--- config.mk ---
export PLATFORM = sky130hd
export DESIGN_NAME = rcc_reset_clock_ctrl
export DESIGN_NICKNAME = d
export VERILOG_FILES = /design/src/rcc_pkg.sv /design/src/rcc_reset_clock_ctrl.sv
export VERILOG_INCLUDE_DIRS = /design/src
export SDC_FILE = /design/constraint.sdc
export NUM_CORES = 1
export LEC_CHECK = 0
export BUFFER_PORTS_ARGS = -buffer_cell sky130_fd_sc_hd__buf_4
export CAP_MARGIN = 20
export CORE_AREA = 2 2 117 119
export CTS_CLUSTER_DIAMETER = 120
export DETAILED_ROUTE_END_ITERATION = 12
export DIE_AREA = 0 0 119 121
export GPL_TIMING_DRIVEN = 0
export HOLD_SLACK_MARGIN = 0.1
export PLACE_DENSITY = 0.79
export SYNTH_ARGS = -nofsm -noshare
export SYNTH_HDL_FRONTEND = slang
export SYNTH_SLANG_ARGS = --single-unit
--- constraint.sdc ---
create_clock -name ref_clk -period 2.4 [get_ports ref_clk]
set_clock_uncertainty 0.2 [all_clocks]
set_input_delay 0.24 -clock ref_clk [delete_from_list [all_inputs] [get_ports ref_clk]]
set_output_delay 0.24 -clock ref_clk [all_outputs]
set_load 0.02 [all_outputs]
--- src/rcc_consts.svh ---
`ifndef RCC_CONSTS_SVH
`define RCC_CONSTS_SVH
// ****************************************
// Timing
// ****************************************
`define RCC_CLK_HZ 125000000
`define RCC_WARM_MS 40
`define RCC_SRC_HZ 80000
`define RCC_SXT_HZ 32768
`define RCC_FRC_HZ 18432000
`define RCC_FXT_HZ 16000000
`define RCC_WDT_MIN_MS 50
`define RCC_PIN_TICKS 2'h2
`define RCC_DIV_W 12
`define RCC_WDT_W 16
`define RCC_WARM_W 24
// ****************************************
// Addresses
// ****************************************
`define RCC_A_PWR 16'h0087
`define RCC_A_OPT 16'h0094
`define RCC_A_IFLG 16'h0095
`define RCC_A_SOFTWARE_COMMAND_PORT 16'h0097
`define RCC_A_SYSTEM_CLOCK_CONTROL 16'h00D8
`define RCC_A_TRIM 16'h00F6
`define RCC_A_AUXB 16'h00F7
`define RCC_A_AUXA 16'h00F8
`define RCC_A_CFGH 16'h7FFF
// ****************************************
// Values and fields
// ****************************************
`define RCC_SW_KEY 8'h56
`define RCC_LVD_KEY 8'h7F
`define RCC_SYSTEM_CLOCK_CONTROL_RST 8'h23
`define RCC_OPT_MASK 8'hBF
`define RCC_PWR_MASK 8'h03
`define RCC_CFG_PINDIS 6
`define RCC_CFG_LVR 5:3
`define RCC_WDT_PER 5:4
`define RCC_WDT_EN 7:6
`define RCC_WDT_CLR 7
`define RCC_LVR_OFF 3
`define RCC_PWRSAV 5
`define RCC_LVD_FLAG 7
`define RCC_PD 1
`define RCC_IDL 0
`define RCC_WATCHDOG_RESET_ENABLE_ALWAYS 2'h3
`define RCC_WATCHDOG_RESET_ENABLE_RUN 2'h2
`endif

--- src/rcc_pkg.sv ---
package rcc_pkg;
  typedef enum logic [1:0] {
    RCC_WARM = 2'h0,
    RCC_LOAD = 2'h1,
    RCC_RUN = 2'h3
  } rcc_state_e;
  typedef struct packed {
    logic slow_type;
    logic fast_type;
    logic slow_stop;
    logic periph_stop;
    logic fast_stop;
    logic fast_sel;
    logic [1:0] div;
  } rcc_system_clock_control_s;
  typedef struct packed {
    logic [15:0] addr;
    logic [7:0] wdata;
    logic wr;
    logic rd;
  } rcc_bus_s;
endpackage

--- src/rcc_reset_clock_ctrl.sv ---
// Local design decision: the strobed register port.
`include "rcc_consts.svh"
module rcc_reset_clock_ctrl import rcc_pkg::*; #(
  parameter int WARM_CYC = `RCC_CLK_HZ / 1000 * `RCC_WARM_MS
) (
  input wire logic ref_clk,
  input wire logic rst,
  input wire rcc_bus_s bus,
  output logic [7:0] rdata,
  input wire logic ext_reset_n,
  input wire logic low_voltage_trip,
  input wire logic low_voltage_detect,
  input wire logic wakeup,
  input wire logic [7:0] boot_config_high_byte,
  input wire logic [6:0] trim_cal,
  output logic sys_reset,
  output logic sys_clk_en,
  output logic periph_clk_en,
  output logic fast_osc_on,
  output logic slow_osc_on,
  output rcc_system_clock_control_s clk_cfg,
  output logic [6:0] fast_rc_trim_value,
  output logic low_voltage_reset_on,
  output logic [2:0] low_voltage_reset_level,
  output logic idle_mode,
  output logic power_down_request
);
  // ****************************************
  // Oscillator time bases
  // ****************************************
  localparam int OSC_N = 4;
  localparam int OSC_DIV [OSC_N] = '{
    `RCC_CLK_HZ / `RCC_SRC_HZ, `RCC_CLK_HZ / `RCC_SXT_HZ,
    `RCC_CLK_HZ / `RCC_FRC_HZ, `RCC_CLK_HZ / `RCC_FXT_HZ};
  localparam int WDT_BASE = `RCC_SRC_HZ / 1000 * `RCC_WDT_MIN_MS;
  logic [OSC_N-1:0] osc_tick;
  genvar g;
  for (g = 0; g < OSC_N; g++) begin : g_osc
    logic [`RCC_DIV_W-1:0] cnt_reg;
    wire wrap = cnt_reg == `RCC_DIV_W'(OSC_DIV[g] - 1);
    always_ff @(posedge ref_clk) begin
      if (rst || wrap) begin
        cnt_reg <= '0;
      end else begin
        cnt_reg <= cnt_reg + 1'b1;
      end
    end
    assign osc_tick[g] = wrap;
  end
  wire src_tick = osc_tick[0];
  // ****************************************
  // Registers and state
  // ****************************************
  rcc_state_e state_reg;
  logic [`RCC_WARM_W-1:0] warm_reg;
  logic [7:0] cfg_reg, opt_reg, auxa_reg, auxb_reg, pwr_reg;
  logic lvd_flag_reg, rst_evt_reg;
  logic [1:0] pin_cnt_reg, eff_div_reg;
  logic [3:0] pre_reg;
  logic [`RCC_WDT_W-1:0] wdt_reg;
  rcc_system_clock_control_s cc_reg, cc_next;
  logic [6:0] trim_reg;
  logic [7:0] rd_reg;
  logic sys_rst_reg, sys_en_reg, per_en_reg, fast_on_reg, slow_on_reg;
  logic lvr_on_reg;
  // ****************************************
  // Decode
  // ****************************************
  wire run = state_reg == RCC_RUN;
  wire wr_pwr = bus.wr && bus.addr == `RCC_A_PWR;
  wire wr_opt = bus.wr && bus.addr == `RCC_A_OPT;
  wire wr_iflg = bus.wr && bus.addr == `RCC_A_IFLG;
  wire wr_sw = bus.wr && bus.addr == `RCC_A_SOFTWARE_COMMAND_PORT;
  wire wr_cc = bus.wr && bus.addr == `RCC_A_SYSTEM_CLOCK_CONTROL;
  wire wr_trim = bus.wr && bus.addr == `RCC_A_TRIM;
  wire wr_auxb = bus.wr && bus.addr == `RCC_A_AUXB;
  wire wr_auxa = bus.wr && bus.addr == `RCC_A_AUXA;
  wire pd = pwr_reg[`RCC_PD];
  wire idl = pwr_reg[`RCC_IDL];
  // ****************************************
  // Reset sources
  // ****************************************
  wire pin_hit = pin_cnt_reg == `RCC_PIN_TICKS && !cfg_reg[`RCC_CFG_PINDIS];
  wire sw_hit = wr_sw && bus.wdata == `RCC_SW_KEY;
  wire lvr_live = !auxa_reg[`RCC_LVR_OFF] && !(auxb_reg[`RCC_PWRSAV] && (idl || pd));
  wire lv_hit = low_voltage_trip && lvr_live;
  wire [1:0] watchdog_reset_enable = auxb_reg[`RCC_WDT_EN];
  wire wdt_arm = watchdog_reset_enable == `RCC_WATCHDOG_RESET_ENABLE_ALWAYS || (watchdog_reset_enable == `RCC_WATCHDOG_RESET_ENABLE_RUN && !idl && !pd);
  wire slow_alive = !(pd && cc_reg.slow_stop);
  wire wdt_step = src_tick && slow_alive && (wdt_arm || !(idl || pd));
  wire [1:0] wper = opt_reg[`RCC_WDT_PER];
  wire [`RCC_WDT_W-1:0] wdt_last = `RCC_WDT_W'((WDT_BASE << (2'h3 - wper)) - 1);
  wire wdt_hit = wdt_step && wdt_reg == wdt_last && wdt_arm;
  wire src_hit = pin_hit || sw_hit || lv_hit || wdt_hit;
  wire sfr_clr = rst || !run || rst_evt_reg;
  always_ff @(posedge ref_clk) begin
    if (rst) begin
      state_reg <= RCC_WARM;
      warm_reg <= '0;
    end else begin
      unique case (state_reg)
        RCC_WARM: begin
          warm_reg <= warm_reg + 1'b1;
          if (warm_reg == `RCC_WARM_W'(WARM_CYC - 1)) begin
            state_reg <= RCC_LOAD;
          end
        end
        RCC_LOAD: state_reg <= RCC_RUN;
        RCC_RUN: state_reg <= RCC_RUN;
        default: state_reg <= RCC_WARM;
      endcase
    end
  end
  // Config and trim are captured only at power-on, soft resets keep them
  always_ff @(posedge ref_clk) begin
    if (rst) begin
      cfg_reg <= '0;
      trim_reg <= '0;
    end else if (state_reg == RCC_LOAD) begin
      cfg_reg <= boot_config_high_byte;
      trim_reg <= trim_cal;
    end else if (wr_trim) begin
      trim_reg <= bus.wdata[6:0];
    end
  end
  always_ff @(posedge ref_clk) begin
    if (rst || ext_reset_n) begin
      pin_cnt_reg <= '0;
    end else if (src_tick && pin_cnt_reg != `RCC_PIN_TICKS) begin
      pin_cnt_reg <= pin_cnt_reg + 1'b1;
    end
  end
  always_ff @(posedge ref_clk) begin
    rst_evt_reg <= !rst && run && src_hit;
  end
  // ****************************************
  // Watchdog
  // ****************************************
  always_ff @(posedge ref_clk) begin
    if (sfr_clr || auxa_reg[`RCC_WDT_CLR]) begin
      wdt_reg <= '0;
    end else if (wdt_step) begin
      wdt_reg <= wdt_reg == wdt_last ? '0 : wdt_reg + 1'b1;
    end
  end
  // ****************************************
  // Control registers
  // ****************************************
  rcc_system_clock_control_s cw;
  assign cw = bus.wdata;
  wire cc_bad = cw.fast_stop && cw.fast_sel;
  assign cc_next.slow_type = cc_reg.fast_sel ? cw.slow_type : cc_reg.slow_type;
  assign cc_next.fast_type = !cc_reg.fast_sel ? cw.fast_type : cc_reg.fast_type;
  assign cc_next.slow_stop = cw.slow_stop;
  assign cc_next.periph_stop = cw.periph_stop;
  assign cc_next.fast_stop = !cc_reg.fast_sel ? cw.fast_stop : cc_reg.fast_stop;
  assign cc_next.fast_sel = !cc_reg.fast_stop ? cw.fast_sel : cc_reg.fast_sel;
  assign cc_next.div = cw.div;
  always_ff @(posedge ref_clk) begin
    if (sfr_clr) begin
      cc_reg <= `RCC_SYSTEM_CLOCK_CONTROL_RST;
    end else if (wr_cc && !cc_bad) begin
      cc_reg <= cc_next;
    end
  end
  always_ff @(posedge ref_clk) begin
    if (sfr_clr) begin
      opt_reg <= '0;
      auxb_reg <= '0;
    end else begin
      if (wr_opt) begin
        opt_reg <= bus.wdata & `RCC_OPT_MASK;
      end
      if (wr_auxb) begin
        auxb_reg <= bus.wdata;
      end
    end
  end
  // The clear bit lives one cycle only, so software sees it read back as zero
  always_ff @(posedge ref_clk) begin
    if (sfr_clr) begin
      auxa_reg <= '0;
    end else if (wr_auxa) begin
      auxa_reg <= bus.wdata;
    end else begin
      auxa_reg[`RCC_WDT_CLR] <= 1'b0;
    end
  end
  // Wakeup beats a same-cycle write so a pending wake is never lost
  always_ff @(posedge ref_clk) begin
    if (sfr_clr || wakeup) begin
      pwr_reg <= '0;
    end else if (wr_pwr) begin
      pwr_reg <= bus.wdata & `RCC_PWR_MASK;
    end
  end
  // Detection set wins over the clear key
  always_ff @(posedge ref_clk) begin
    if (sfr_clr) begin
      lvd_flag_reg <= 1'b0;
    end else if (low_voltage_detect) begin
      lvd_flag_reg <= 1'b1;
    end else if (wr_iflg && bus.wdata == `RCC_LVD_KEY) begin
      lvd_flag_reg <= 1'b0;
    end
  end
  // ****************************************
  // System clock prescaler
  // ****************************************
  wire [1:0] osc_sel = {cc_reg.fast_sel, cc_reg.fast_sel ? cc_reg.fast_type : cc_reg.slow_type};
  wire base_tick = osc_tick[osc_sel] && !pd;
  wire [3:0] pre_last = eff_div_reg == 2'h0 ? 4'hF : eff_div_reg == 2'h1 ? 4'h3 :
                        eff_div_reg == 2'h2 ? 4'h1 : 4'h0;
  wire pre_wrap = base_tick && pre_reg >= pre_last;
  // New divide applies at wrap, bounding the latency to 16 source ticks
  always_ff @(posedge ref_clk) begin
    if (sfr_clr) begin
      pre_reg <= '0;
      eff_div_reg <= cc_reg.div;
    end else if (pre_wrap) begin
      pre_reg <= '0;
      eff_div_reg <= cc_reg.div;
    end else if (base_tick) begin
      pre_reg <= pre_reg + 1'b1;
    end
  end
  // ****************************************
  // Registered outputs
  // ****************************************
  wire [7:0] rd_mux =
    bus.addr == `RCC_A_PWR ? pwr_reg :
    bus.addr == `RCC_A_OPT ? opt_reg :
    bus.addr == `RCC_A_IFLG ? {lvd_flag_reg, 7'h00} :
    bus.addr == `RCC_A_SYSTEM_CLOCK_CONTROL ? cc_reg :
    bus.addr == `RCC_A_TRIM ? {1'b0, trim_reg} :
    bus.addr == `RCC_A_AUXB ? auxb_reg :
    bus.addr == `RCC_A_AUXA ? auxa_reg :
    bus.addr == `RCC_A_CFGH ? cfg_reg : 8'h00;
  always_ff @(posedge ref_clk) begin
    if (rst) begin
      rd_reg <= '0;
      sys_rst_reg <= 1'b1;
      sys_en_reg <= 1'b0;
      per_en_reg <= 1'b0;
      fast_on_reg <= 1'b1;
      slow_on_reg <= 1'b1;
      lvr_on_reg <= 1'b1;
    end else begin
      rd_reg <= bus.rd ? rd_mux : 8'h00;
      sys_rst_reg <= !run || src_hit;
      sys_en_reg <= pre_wrap && run;
      per_en_reg <= pre_wrap && run && !(idl && cc_reg.periph_stop);
      fast_on_reg <= !cc_reg.fast_stop && !pd;
      slow_on_reg <= slow_alive;
      lvr_on_reg <= lvr_live;
    end
  end
  assign rdata = rd_reg;
  assign sys_reset = sys_rst_reg;
  assign sys_clk_en = sys_en_reg;
  assign periph_clk_en = per_en_reg;
  assign fast_osc_on = fast_on_reg;
  assign slow_osc_on = slow_on_reg;
  assign clk_cfg = cc_reg;
  assign fast_rc_trim_value = trim_reg;
  assign low_voltage_reset_on = lvr_on_reg;
  assign low_voltage_reset_level = cfg_reg[`RCC_CFG_LVR];
  assign idle_mode = pwr_reg[`RCC_IDL];
  assign power_down_request = pwr_reg[`RCC_PD];
endmodule // rcc_reset_clock_ctrl

==> flow_summary.yaml <==
placed_design:
  gp_congestion: 0.874
  portBuffers: 77
  dp_hpwl_um: 13800
floorplanning:
  die_y_um: 121
  start_util_pct: 58.4
  die_w_um: 119
  pin_count: 81
  fp.dieArea_um2: 14400
  core_um2: 13100
  rows: 42
cts:
  htreeDepth: 4
  clkLatencyLatePin_ns: 0.43
  cts.sinks: 162
  clockBufferDepth: 2
  cts_tree: "yes"
  clk_pin_slew_ns: 0.07
  cts_root_buf: "clkbuf_16"
  cts_buffers: 17
global_routing:
  grt_pass1_wl_um: 32100
  antenna_found_initial: 0
  grt_max_degree: 17
  grt_usage_pct: 28.1
  first_global_vias: 6512
  gr-total-overflow: 0
cells_and_area:
  areaGrowthSynthToFinish_pct: 24.6
  final_cell_mix: "157 x dfxtp_1, 122 x nor2_1, 86 x buf_4, 71 x nand2_1, 47 x nand3_1"
  regArea_um2: 3270
  fillCellCount: 927
  drive_gt1_share_pct: 17.3
  multi_input_area_um2: 4210
  largest_reg_flops: 48
  nNetsFinal: 1073
  n_antenna_cell: 0
  layout_commonest_cell: "dfxtp_1"
power_and_ir_drop:
  p_leak_nw: 3.47
  p_int_mw: 4.42
  swShare_pct: 22.9
  p_switching_mw: 1.31
  irDropWorstVdd_mv: 0.439
  pwr-share-clk_pct: 47.6
  combPwrFrac_pct: 4.6
  finalPower_mw: 5.74
  p_seq_share_pct: 47.7
  p_per_area_nw_per_um2: 602
run:
  drv_cap: 0
detailed_routing:
  via_per_inst: 5.84
  firstDrtPassIters: 7
  drt-wirelength-per-cell_um: 17.0
  detail_route.iter0.violations: 550
  remaining_drc_errors: 0
  num_vias: 6972
  routed_wl_um: 20300
  ant_nets: 0
setup_path:
  required_ns: 2.50
  crit_path_start_kind: "primary input"
  worstRegToRegCells: 6
  path_max_fanout: 7
  critPathArrivalTime_ns: 2.46
  critPathCaptureType: "flop"
  critPathKind: "in -> reg"
sta:
  worst_slew_pin_slew_ns: 0.960
  finalSetupViolCount: 0
  timing.setup.tns_ns: 0
  whs_ns: 0.136
  max-slew-margin-rel_pct: 35.5
  finalHoldViolCount: 0
  finalCritPeriodShare_pct: 98.1
  final_max_slew_viol_count: 0
  min_period_ns: 2.36
  clock.fmax_mhz: 425
synth:
  synth_flop_cell: "dfxtp_1"
  ys_types: 68
  syn_area_um2: 7640
  yosysSeqAreaShare_pct: 42.7
  synth_cells: 870
  synth_edf_count: 2
  postSynthAreaPerCell_um2: 8.79
  synth_fp_nets: 938
  async_flop_share_pct: 0
  synth-seq-cells: 162
  ys_warn_count: 0
min_path:
  min_path_cells: 3
  hp-class: "in -> reg"
outcome:
  status: "finished clean"
==> stage by stage <==
step                      instances  worst slack [ns]  util, %  instance area, µm²
final                          1194            0.0445     72.8                9530
after global routing           1194           -0.0247     72.8                9530
after CTS                      1186            0.0124     71.7                9390
after detailed placement       1123            -0.348     64.5                8440
after global placement         1123            -0.332     64.5                8440
after floorplan                 870             0.150        -                7640
==> synth_stat cells, types with 5 or more instances <==
master,instances,area (µm²)
xnor2_1,42,368
nor4bb_1,6,60.1
nand2_1,72,270
a211o_1,8,70.1
nor3_1,17,85.1
inv_1,26,97.6
and4_1,8,70.1
xor2_1,32,280
ha_1,21,263
a221oi_1,8,70.1
nor2b_1,10,62.6
nor2_1,122,458
or3_1,9,56.3
nand3_1,48,240
a21oi_1,44,220
nor4_1,16,100
mux2i_1,24,240
nand4b_1,6,52.6
clkbuf_1,24,90.1
or4_1,6,45.0
dfxtp_1,160,3200
a311oi_1,7,61.3
and3_1,20,125
nand4_1,27,169
nor2_2,6,37.5
buf_2,6,30.0
and2_1,5,31.3
o21ai_0,13,65.1
==> kinds of logic after synthesis <==
kind of cell | after synthesis | share of synthesized area [%]
simple gates | 413 | 29.0
flops | 162 | 42.7
compound gates | 112 | 9.71
xor+xnor | 74 | 8.48
buf+inv | 64 | 3.58
mux | 24 | 3.14
fa+ha+maj | 21 | 3.44
==> power by group through the flow <==
stage / clock [mW] / combinational, mW / sequential, mW
5_1_grt: 2.87 / 0.286 / 2.74
2_1_floorplan: 0 / 0.101 / 2.79
3_5_place_dp: 0 / 0.215 / 2.80
4_1_cts: 2.75 / 0.256 / 2.74
3_3_place_gp: 0 / 0.210 / 2.80
6_report: 2.73 / 0.266 / 2.74
==> repair_timing <==
action | in CTS | in global routing
endpoints found under the setup margin | 28 | 37
gates resized for setup | 9 | 19
cloned | 0 | 0
pin swaps | 0 | 5
hold buffers | 31 | 1
setup buffers | 0 | 7
endpoints found under the hold margin | 59 | 3
==> layout make-up <==
class,count,share of cell area (%)
Clock inverter,13,1.59
Buffer,37,1.90
Clock buffer,19,4.65
Multi-Input combinational cell,644,44.2
Inverter,26,1.02
Sequential cell,162,34.3
Tap cell,176,2.31
Timing Repair Buffer,117,10.1
==> final timing paths <==
kind,slack (ns),from,to
worst min-delay path,0.14,bus[5],fast_rc_trim_value[3]
worst max register to register,0.09,pwr_reg[1],sys_reset
worst max-delay path,0.04,bus[3],lvd_flag_reg
worst min register to register,0.26,g_osc[0].cnt_reg[0],g_osc[0].cnt_reg[0]
==> critical path: stages <==
cell and delay, ns:
dlygate4sd3_1 0.53, buf_4 0.17, and4b_1 0.23, nand3_2 0.10, or4_4 0.44, a21oi_2 0.14
dlygate4sd3_1 0.56, nor2_1 0.04
==> routing by layer <==
metal | part of all wire, % | GRT usage [%] | vias up
li1 | - | - | 3365
met1 | 44 | 36.2 | 3327
met2 | 48 | 46.3 | 233
met3 | 5.8 | 5.40 | 47
met4 | 2.9 | 12.0 | 0
met5 | 0 | 0 | -
Power figures use the tool's default switching activity.
